File: src/logic/pzs_pkg.sv
// Purpose: Shared constants and types for the power zone phase shedding block.
// Assumes: 50 MHz mclk, 8-bit current and threshold codes.
// Notes: Register offsets are word indexes on the plain register port.
package pzs_pkg;
  // Register offsets.
  localparam logic [3:0] ADDR_THR1 = 4'h0;
  localparam logic [3:0] ADDR_THR2 = 4'h1;
  localparam logic [3:0] ADDR_THR3 = 4'h2;
  localparam logic [3:0] ADDR_THR4 = 4'h3;
  localparam logic [3:0] ADDR_HYST = 4'h4;
  localparam logic [3:0] ADDR_DELAY = 4'h5;
  localparam logic [3:0] ADDR_FREQ = 4'h6;
  localparam logic [3:0] ADDR_FIXED = 4'h7;
  localparam logic [3:0] ADDR_STATUS = 4'h8;
  localparam logic [3:0] ADDR_PHASES = 4'h9;
  // Reset values.
  localparam logic [7:0] THR_DISABLED = 8'hFF;
  localparam logic [7:0] HYST_RESET = 8'h10;
  localparam logic [7:0] DELAY_RESET = 8'h14;
  localparam logic [7:0] FREQ_RESET = 8'h00;
  localparam logic [2:0] FIXED_RESET = 3'h0;
  localparam logic [3:0] PHASES_RESET = 4'h8;
  // Timing: 10 us per delay step and per current sample.
  localparam int CLK_MHZ = 50;
  localparam int STEP_US = 10;
  localparam int STEP_CYCLES = STEP_US * CLK_MHZ;
  localparam logic [2:0] ZONE_DCM = 3'h4;
  typedef enum logic [1:0] {
    PZS_PS_LOW,
    PZS_PS_MID,
    PZS_PS_HIGH
  } pzs_psave_t;
  // Register port request bundle.
  typedef struct packed {
    logic [3:0] addr;
    logic [7:0] wdata;
    logic wr;
    logic rd;
  } pzs_req_t;
endpackage : pzs_pkg

File: src/logic/pzs_zone_ctrl.sv
// Purpose: Power zone selection and phase enable generation.
// Assumes: Current samples and power-save level synchronous to mclk.
// Notes: Zone 0 is all phases; zone 4 is the light-load DCM zone.
//
// Summary of operation
// (RULE_01) Eight phases: zone0 all, zone1 odd, zone2 phases 1 and 5, else 1.
// (RULE_02) Seven phases zone0 1-7; six phases zone0 1-6, zone2 1,3,5.
// (RULE_03) Five/three/two full at zone0; four zone2 1,3; one phase 1 only.
// (RULE_04) Zone 4 runs DCM at reduced frequency; others run CCM. Code only raises dcmMode; frequency stays the register value.
// (RULE_05) Mid power-save level picks the zone automatically from current.
// (RULE_06) Rising current moves toward a lower zone without added delay.
// (RULE_07) Falling current waits the programmable shed delay, 10 us steps.
// (RULE_08) Zones change one step at a time, each shed step delayed.
// (RULE_09) Lower zone above threshold; higher only below threshold minus hyst.
// (RULE_10) Hysteresis resets to 0x10 and software may rewrite it.
// (RULE_11) Zones with a disabled threshold are skipped while stepping.
// (RULE_12) Low power-save level fixed zone uses the same stepped procedure.
// (RULE_13) Fixed target zone is allowed even if disabled for auto shedding.
// (RULE_14) Frequency setting register is readable and writable.
// (RULE_15) High power-save level keeps all configured phases on.
// (RULE_16) Automatic mode samples current periodically against thresholds.
// (RULE_17) Writing 0xFF to a threshold disables it and its zone.
// (RULE_18) Delay restarts after each step; pending shed cancelled on rise.
// (RULE_19) Zone held encoded; phase enables derived from zone and count.
`timescale 1ns/100ps
module pzs_zone_ctrl (
  input wire logic mclk,
  input wire logic rst_n,
  input wire pzs_pkg::pzs_psave_t powerSaveSelect,
  input wire logic [7:0] totalCurrentMonitor,
  input wire pzs_pkg::pzs_req_t regReq,
  output logic [7:0] regRdata,
  output logic [7:0] phaseEnable,
  output logic dcmMode,
  output logic [7:0] switchingFrequencySetting,
  output logic [2:0] zone
);
  logic [7:0] thr_q [4];
  logic [7:0] hyst_q;
  logic [7:0] delay_q;
  logic [2:0] fixedZone_q;
  logic [3:0] phases_q;
  logic [2:0] zone_q;
  logic [2:0] target_q;
  logic [15:0] tick_q;
  logic sample;
  logic [7:0] stepCnt_q;
  logic [7:0] phaseEn_d;
  logic upNextOk;

  // Phase enable pattern for a zone and phase count.
  function automatic logic [7:0] phase_map(input logic [2:0] z,
                                           input logic [3:0] n);
    logic [7:0] all;
    all = 8'hFF >> (4'h8 - n);
    phase_map = 8'h01;
    if (z == 3'h0) begin
      phase_map = all; // RULE_01 RULE_02 RULE_03
    end else if (z == 3'h1 && n == 4'h8) begin
      phase_map = 8'h55; // RULE_01
    end else if (z == 3'h2 && n == 4'h8) begin
      phase_map = 8'h11; // RULE_01
    end else if (z == 3'h2 && n == 4'h6) begin
      phase_map = 8'h15; // RULE_02
    end else if (z == 3'h2 && n == 4'h4) begin
      phase_map = 8'h05; // RULE_03
    end
  endfunction : phase_map

  // A zone is usable when its pattern exists and its threshold is enabled.
  // Threshold k (1..4) guards zone 5-k, so zone 4 falls with threshold 1.
  function automatic logic zone_ok(input logic [2:0] z,
                                   input logic [3:0] n,
                                   input logic [7:0] t1,
                                   input logic [7:0] t2,
                                   input logic [7:0] t3,
                                   input logic [7:0] t4);
    logic exists;
    logic en;
    exists = 1'b1;
    if (z == 3'h1) begin
      exists = (n == 4'h8);
    end else if (z == 3'h2) begin
      exists = (n == 4'h8 || n == 4'h6 || n == 4'h4);
    end else if (z == 3'h3) begin
      exists = (n != 4'h1);
    end
    unique case (z)
      3'h1: en = (t4 != pzs_pkg::THR_DISABLED); // RULE_17
      3'h2: en = (t3 != pzs_pkg::THR_DISABLED); // RULE_17
      3'h3: en = (t2 != pzs_pkg::THR_DISABLED); // RULE_17
      3'h4: en = (t1 != pzs_pkg::THR_DISABLED); // RULE_17
      default: en = 1'b1;
    endcase
    zone_ok = exists && en;
  endfunction : zone_ok

  // One move from cur toward tgt. Unusable zones in between are passed
  // over so the block never dwells in them; the target itself is always
  // accepted, which lets fixed mode reach a zone that shedding disabled.
  function automatic logic [2:0] step_zone(input logic [2:0] cur,
                                           input logic [2:0] tgt,
                                           input logic [3:0] n,
                                           input logic [7:0] t1,
                                           input logic [7:0] t2,
                                           input logic [7:0] t3,
                                           input logic [7:0] t4);
    logic down;
    logic [2:0] nz;
    down = (tgt < cur);
    nz = down ? cur - 3'h1 : cur + 3'h1;
    // At most three zones lie between two others, so three passes suffice.
    for (int i = 0; i < 3; i++) begin
      if (nz != tgt && !zone_ok(nz, n, t1, t2, t3, t4)) begin // RULE_13
        nz = down ? nz - 3'h1 : nz + 3'h1; // RULE_11
      end
    end
    step_zone = nz;
  endfunction : step_zone

  // Register writes from software.
  always_ff @(posedge mclk) begin
    if (!rst_n) begin
      for (int i = 0; i < 4; i++) begin
        thr_q[i] <= pzs_pkg::THR_DISABLED;
      end
      hyst_q <= pzs_pkg::HYST_RESET; // RULE_10
      delay_q <= pzs_pkg::DELAY_RESET;
      switchingFrequencySetting <= pzs_pkg::FREQ_RESET;
      fixedZone_q <= pzs_pkg::FIXED_RESET;
      phases_q <= pzs_pkg::PHASES_RESET;
    end else if (regReq.wr) begin
      unique case (regReq.addr)
        pzs_pkg::ADDR_THR1: thr_q[0] <= regReq.wdata; // RULE_17
        pzs_pkg::ADDR_THR2: thr_q[1] <= regReq.wdata;
        pzs_pkg::ADDR_THR3: thr_q[2] <= regReq.wdata;
        pzs_pkg::ADDR_THR4: thr_q[3] <= regReq.wdata;
        pzs_pkg::ADDR_HYST: hyst_q <= regReq.wdata; // RULE_10
        pzs_pkg::ADDR_DELAY: delay_q <= regReq.wdata; // RULE_07
        pzs_pkg::ADDR_FREQ: switchingFrequencySetting <= regReq.wdata; // RULE_14
        pzs_pkg::ADDR_FIXED: fixedZone_q <= (regReq.wdata[2:0] > 3'h4) ?
                                            3'h4 : regReq.wdata[2:0];
        pzs_pkg::ADDR_PHASES: begin
          if (regReq.wdata[3:0] >= 4'h1 && regReq.wdata[3:0] <= 4'h8) begin
            phases_q <= regReq.wdata[3:0];
          end
        end
        default: ;
      endcase
    end
  end

  // Read data stands one cycle after the read strobe; zero otherwise.
  always_ff @(posedge mclk) begin
    if (!rst_n) begin
      regRdata <= 8'h00;
    end else if (regReq.rd) begin
      unique case (regReq.addr)
        pzs_pkg::ADDR_THR1: regRdata <= thr_q[0];
        pzs_pkg::ADDR_THR2: regRdata <= thr_q[1];
        pzs_pkg::ADDR_THR3: regRdata <= thr_q[2];
        pzs_pkg::ADDR_THR4: regRdata <= thr_q[3];
        pzs_pkg::ADDR_HYST: regRdata <= hyst_q;
        pzs_pkg::ADDR_DELAY: regRdata <= delay_q;
        pzs_pkg::ADDR_FREQ: regRdata <= switchingFrequencySetting; // RULE_14
        pzs_pkg::ADDR_FIXED: regRdata <= {5'h00, fixedZone_q};
        pzs_pkg::ADDR_STATUS: regRdata <= {2'h0, target_q, zone_q};
        pzs_pkg::ADDR_PHASES: regRdata <= {4'h0, phases_q};
        default: regRdata <= 8'h00;
      endcase
    end else begin
      regRdata <= 8'h00;
    end
  end

  // Free-running 10 us tick paces both sampling and shed delay steps.
  always_ff @(posedge mclk) begin
    if (!rst_n || tick_q == 16'(pzs_pkg::STEP_CYCLES - 1)) begin
      tick_q <= 16'h0000;
    end else begin
      tick_q <= tick_q + 16'h0001;
    end
  end
  assign sample = (tick_q == 16'(pzs_pkg::STEP_CYCLES - 1));

  // Target zone selection. Auto mode updates once per sample; hysteresis
  // keeps a zone until current falls below threshold minus hysteresis.
  always_ff @(posedge mclk) begin
    if (!rst_n) begin
      target_q <= 3'h0;
    end else if (powerSaveSelect == pzs_pkg::PZS_PS_HIGH) begin
      target_q <= 3'h0; // RULE_15
    end else if (powerSaveSelect == pzs_pkg::PZS_PS_LOW) begin
      target_q <= fixedZone_q; // RULE_12 RULE_13
    end else if (sample) begin // RULE_05 RULE_16
      logic [2:0] t;
      t = 3'h4;
      for (int k = 0; k < 4; k++) begin
        // Threshold k+1 separates zone 3-k from zone 4-k.
        if (thr_q[k] != pzs_pkg::THR_DISABLED) begin
          if (totalCurrentMonitor > thr_q[k]) begin
            t = 3'(3 - k); // RULE_09
          end else if (zone_q <= 3'(3 - k) &&
                       {1'b0, totalCurrentMonitor} + {1'b0, hyst_q} >=
                       {1'b0, thr_q[k]}) begin
            t = 3'(3 - k); // RULE_09
          end
        end
      end
      // A zone that is disabled, or that the phase count lacks, resolves to
      // the nearest lower-numbered usable zone; zone 0 is always usable.
      for (int i = 0; i < 4; i++) begin
        if (t != 3'h0 && !zone_ok(t, phases_q, thr_q[0], thr_q[1],
                                  thr_q[2], thr_q[3])) begin
          t = t - 3'h1; // RULE_11 RULE_13 RULE_17
        end
      end
      target_q <= t;
    end
  end

  // Zone stepping: one usable zone per move, rises immediate, sheds delayed.
  always_ff @(posedge mclk) begin
    if (!rst_n) begin
      zone_q <= 3'h0;
      stepCnt_q <= 8'h00;
    end else if (target_q < zone_q) begin
      // Rise in load: step down at once and drop any pending shed.
      zone_q <= step_zone(zone_q, target_q, phases_q, thr_q[0], thr_q[1],
                          thr_q[2], thr_q[3]); // RULE_06 RULE_08 RULE_11
      stepCnt_q <= 8'h00; // RULE_18
    end else if (target_q > zone_q) begin
      if (sample) begin
        if (stepCnt_q + 8'h01 >= delay_q) begin
          zone_q <= step_zone(zone_q, target_q, phases_q, thr_q[0],
                              thr_q[1], thr_q[2], thr_q[3]); // RULE_07 RULE_08
          stepCnt_q <= 8'h00; // RULE_18
        end else begin
          stepCnt_q <= stepCnt_q + 8'h01;
        end
      end
    end else begin
      stepCnt_q <= 8'h00; // RULE_18
    end
  end

  assign phaseEn_d = phase_map(zone_q, phases_q); // RULE_19

  // Usability of the zone just above the present one, for the step check.
  assign upNextOk = zone_ok(zone_q + 3'h1, phases_q, thr_q[0], thr_q[1],
                            thr_q[2], thr_q[3]);

  // Outputs registered from the encoded zone.
  always_ff @(posedge mclk) begin
    if (!rst_n) begin
      phaseEnable <= 8'hFF;
      dcmMode <= 1'b0;
      zone <= 3'h0;
    end else begin
      phaseEnable <= phaseEn_d; // RULE_19
      dcmMode <= (zone_q == pzs_pkg::ZONE_DCM); // RULE_04
      zone <= zone_q;
    end
  end

  // Zone engine checks; all but a_dcm_zone, a_phase_one_on, a_phase_map and a_zone_range look at registered state one edge later.
  a_zone_single_step: assert property ( // RULE_08 RULE_11
    @(posedge mclk) disable iff (!rst_n)
    zone_q > $past(zone_q) |-> zone_q <= $past(target_q) &&
    (zone_q == $past(zone_q) + 3'h1 || !$past(upNextOk)))
    else $error("shed step passed a usable zone");
  a_rise_bounded: assert property ( // RULE_06 RULE_11
    @(posedge mclk) disable iff (!rst_n)
    zone_q < $past(zone_q) |-> zone_q >= $past(target_q))
    else $error("rise step passed the target");
  a_shed_needs_tick: assert property ( // RULE_07
    @(posedge mclk) disable iff (!rst_n)
    zone_q > $past(zone_q) |-> $past(sample))
    else $error("shed step without tick");
  a_rise_immediate: assert property ( // RULE_06
    @(posedge mclk) disable iff (!rst_n)
    target_q < zone_q |=> zone_q < $past(zone_q))
    else $error("rise step delayed");
  a_high_all_on: assert property ( // RULE_15
    @(posedge mclk) disable iff (!rst_n)
    powerSaveSelect == pzs_pkg::PZS_PS_HIGH |=> target_q == 3'h0)
    else $error("high level not zone zero");
  a_dcm_zone: assert property ( // RULE_04
    @(posedge mclk) disable iff (!rst_n)
    dcmMode == (zone == pzs_pkg::ZONE_DCM))
    else $error("dcm flag mismatch");
  a_phase_one_on: assert property ( // RULE_01
    @(posedge mclk) disable iff (!rst_n)
    phaseEnable[0])
    else $error("phase one off");
  a_fixed_target: assert property ( // RULE_12
    @(posedge mclk) disable iff (!rst_n)
    powerSaveSelect == pzs_pkg::PZS_PS_LOW |=>
    target_q == $past(fixedZone_q))
    else $error("fixed target not followed");
  a_phase_map: assert property ( // RULE_01 RULE_02 RULE_03
    @(posedge mclk) disable iff (!rst_n)
    zone == pzs_pkg::ZONE_DCM |-> phaseEnable == 8'h01)
    else $error("light load zone not single phase");
  a_zone_range: assert property ( // RULE_19
    @(posedge mclk) disable iff (!rst_n)
    zone_q <= pzs_pkg::ZONE_DCM)
    else $error("zone code out of range");
endmodule : pzs_zone_ctrl

File: config.mk
export PLATFORM = sky130hd
export DESIGN_NAME = pzs_zone_ctrl
export DESIGN_NICKNAME = d
export VERILOG_FILES = /design/src/logic/pzs_pkg.sv /design/src/logic/pzs_zone_ctrl.sv
export SDC_FILE = /design/constraint.sdc
export NUM_CORES = 1
export LEC_CHECK = 0
export ABC_AREA = 1
export BUFFER_PORTS_ARGS = -buffer_cell sky130_fd_sc_hd__buf_2
export CORE_ASPECT_RATIO = 0.6
export CORE_MARGIN = 1
export CORE_UTILIZATION = 55
export DETAILED_ROUTE_END_ITERATION = 16
export PLACE_DENSITY_LB_ADDON = 0.12
export REMOVE_ABC_BUFFERS = 1
export SETUP_SLACK_MARGIN = 0.05
export SLEW_MARGIN = 20
export SYNTH_ARGS = -nofsm -noshare
export SYNTH_HDL_FRONTEND = slang
export SYNTH_SLANG_ARGS = --single-unit
export TNS_END_PERCENT = 20
File: constraint.sdc
create_clock -name mclk -period 19.2 [get_ports mclk]
set_input_delay 0.96 -clock mclk [delete_from_list [all_inputs] [get_ports mclk]]
set_output_delay 0.96 -clock mclk [all_outputs]
set_load 0.05 [all_outputs]
==> metrics.md <==
| Metric | Value |
|---|---|
| Run status | `complete, no violations` |
| Crit path max fanout | `5` |
| Post-route cell area | `0.01052 mm^2` |
| Wire length reported by the detailed router | `between 20000 and 30000 um` |
| Signed area change from the synthesized netlist to the final layout | `11.87%` |
| Placed cell area | `between 0.009 and 0.01 mm^2` |
| Number of post-CTS setup repair buffers | `0` |
| Post-synth cell types | `59` |
| Dominant combinational cell family by area after synthesis | `simple AND/OR/NAND/NOR gates` |
| Proportion of synthesized area in mux cells | `0%` |
| Class of the tightest hold or removal check | `flip-flop to flip-flop` |
| Data arrival, critical path | `between 9000 and 10000 ps` |
| Vertical extent of the die | `around 100 um` |
| # port buffers | `53` |
| Violation count after the first detailed-route iteration | `between 1000 and 1500` |
| Number of resized instances in the post-cts repair step | `0` |
| Fill cell instance count of the final layout | `around 1500` |
| Startpoint of the worst hold path | `tick_q[0]` |
| Most numerous cell types in the synthesized netlist | `sky130_fd_sc_hd__nand2_1 (257), sky130_fd_sc_hd__inv_1 (193), sky130_fd_sc_hd__ha_1 (147)` |
| Clock latency on the worst-skew pair | `roughly 430 ps` |
| Setup CP Type | `input port to flip-flop` |
| Total negative slack | `0 ps` |
| Adder and majority gate portion of the synthesized area | `between 15 and 20%` |
| Mapped Cells | `1271` |
| Sort of element at the start of the critical path | `input port` |
| Number of buffers created by CTS | `17` |
| Routed length per instance | `18.20 um` |
| Worst clock skew | `16.52 ps` |
| Maximum number of pins on one net before global-route repair | `roughly 50` |
| Setup repair after global routing missed its margin | `no` |
| Sequential-to-total area share from yosys stat | `27.47%` |
| DP HPWL | `approximately 22000 um` |
| X dimension of the die | `170.8 um` |
| Post-layout net count | `about 1500` |
| CP endpoint kind | `flip-flop` |
| Portion of the clock cycle consumed by the worst path in the final layout | `a little under half` |
| Number of diodes added for antenna fixing | `0` |
| Proportion of netlist area held by the largest area contributor | `between 10% and 20%` |
| Critical Path Max Stage Delay | `~400 ps` |
| Compound-gate portion of the synthesized area | `around 15%` |
| Measured slew at the worst slew-check pin | `around 1100 ps` |
| Cell type contributing the most total cell area after synthesis | `sky130_fd_sc_hd__ha_1` |
| Least setup slack across all paths after layout | `about 10000 ps` |
| Max Root-Sink Buffers | `2` |
| Count of flip-flops with a built-in enable after synthesis | `32` |
| Overall overflow remaining after global route | `0` |
| Fraction of final layout cells with drive strength greater than 1 | `about an eighth` |
| Fraction of synthesis flops using an asynchronous set or reset pin | `0%` |
| # H-tree levels | `4` |
| IO Pins | `54` |
| Startpoint of the lowest-slack register-to-register path | `hyst_q[2]` |
| Cell type with the highest occurrence count on the critical path | `sky130_fd_sc_hd__nand2_1` |
| Overall fraction of global-route tracks in use | `33.56%` |
| Total standard cell area after synthesis | `approximately 0.0094 mm^2` |
| Share of the core filled with cells in the final layout | `63.81%` |
| Clock tree from TritonCTS | `yes` |
| Post-synth top flop | `sky130_fd_sc_hd__dfxtp_1` |
| Fin. Hold Viols | `0` |
| Number of warnings reported in the yosys synthesis log | `0` |
| Number of global-route vias before repair | `7985` |
| Maximum clock rate | `112.0 MHz` |
| DRT antenna net count | `0` |
| Crit path max-delay cell type | `sky130_fd_sc_hd__o21ai_0` |
| Pre-CTS setup slack | `between 9000 and 10000 ps` |
| Vias after detailed routing | `between 8000 and 9000` |
| Worst EP required | `19470 ps` |
| Die area | `roughly 0.018 mm^2` |
| Max Slew Vio Count | `0` |
| # DRC | `0` |
| Max cap viols | `0` |
| CTS sink count | `113` |
| Effective utilization at floorplan | `approximately 57%` |
| Clock root buffer master | `sky130_fd_sc_hd__clkbuf_16` |
| Post-layout min period | `8930 ps` |
| Final RePlAce weighted congestion | `a little under 1` |
| First-pass GRT wire length | `around 44000 um` |
| Worst setup path start | `totalCurrentMonitor[2]` |
| CTS Hold Bufs | `0` |
| Number of placement rows | `36` |
| Simple logic cell fraction of the synthesized area | `about 25%` |
| Final Setup Violations | `0` |
| Synth area leaders | `sky130_fd_sc_hd__ha_1 (20%), sky130_fd_sc_hd__dfxtp_1 (17%), sky130_fd_sc_hd__nand2_1 (10%)` |
| Drt pass-1 iters | `7` |
| Post-synthesis xor/xnor area fraction | `a little over 3%` |
| Most frequently used cell type in the post-synthesis netlist | `sky130_fd_sc_hd__nand2_1` |
| Number of antenna violations at the first check in global routing | `0` |
| Worst slew slack as a fraction of its limit | `between 20 and 30%` |
| CTS clock-pin slew for the worst setup and hold paths | `approximately 60 ps` |
| Area inside the core boundary | `0.01649 mm^2` |
| Vias/cell | `5.708` |
| Per-instance average area after synthesis | `7.398 um^2` |
| Number of storage elements in the synthesis netlist | `~110` |
critical path: cells and delay by family:
family,cells,cell delay [ps]
AO/OA/AOI/OAI,8,1650
XOR/XNOR,2,490
adder cells (fa/ha/maj),9,2340
buffers and inverters,4,580
AND/OR/NAND/NOR,36,3140
routing by layer:
metal  track usage [%]  up-vias  wire [um]
li1                  -     4375          -
met1             50.65     4090      14070
met2             44.77      458      10440
met3             11.53       50       3667
met4             7.277        0        435
met5                 0        -          0
worst paths after layout:
path                                     to  slack [ps]  cells past startpoint
worst max register to register  target_q[0]       10560                     58
worst min register to register    tick_q[0]         450                      1
worst min-delay path              tick_q[0]         450                      1
worst max-delay path            target_q[0]       10270                     59
through the flow:
stage               cells  hold WS (ps)
finish               1572         453.3
global route         1572         481.8
CTS                  1572         458.0
detailed placement   1540         449.0
global placement     1540         430.8
floorplan            1258         417.6
logic make-up after synthesis:
| logic type | count (synthesis) |
|---|---|
| AOI/OAI and AO/OA | 237 |
| DFF | 113 |
| xor gates and xnor gates | 31 |
| and+or+nand+nor | 510 |
| adders and majority gates | 148 |
| buffers and inverters | 232 |
sequential cells by signal, summed over array words and instances, names as in the netlist, 4 cells and up:
| name | cells |
|---|---|
| switchingFrequencySetting | 8 |
| tick_q | 16 |
| phaseEnable | 8 |
| regRdata | 8 |
| delay_q | 8 |
| phases_q | 4 |
| hyst_q | 8 |
| thr_q | 32 |
| stepCnt_q | 8 |
layout make-up:
cell class | count | area, um^2 | area share [%]
clock buffers | 20 | 479.2 | 4.556
well taps | 228 | 285.3 | 2.712
repair buffers | 54 | 272.8 | 2.593
clock inverters | 12 | 142.6 | 1.356
flip-flops and latches | 113 | 2582 | 24.55
inverters | 219 | 843.3 | 8.017
multi-input cells | 926 | 5913 | 56.22
layout by cell type, fill, tap and decap left out, drive strengths merged, types with 2 or more instances in the layout:
cell type / synthesis / final
nand2: 287 / 287
inv: 216 / 220
ha: 147 / 147
nor2: 93 / 93
a21oi: 85 / 85
dfxtp: 81 / 81
o21ai: 73 / 73
nand3: 65 / 65
buf: 3 / 54
edfxtp: 32 / 32
o22ai: 24 / 24
nand4: 23 / 23
xor2: 22 / 22
nor3: 20 / 20
clkbuf: 10 / 20
xnor2: 9 / 9
o211ai: 9 / 9
nor4: 9 / 9
clkinv: 2 / 8
o21a: 7 / 7
a221oi: 6 / 6
nor3b: 6 / 6
nand3b: 5 / 5
a211oi: 5 / 5
a22oi: 5 / 5
o2111ai: 4 / 4
a31oi: 3 / 3
a21o: 3 / 3
o21bai: 3 / 3
o221ai: 3 / 3
bufinv: 1 / 3
o31ai: 2 / 2
o311ai: 2 / 2
Power is not shown: default switching activity piles up to over one toggle a cycle in this logic, so the estimate is an artifact.
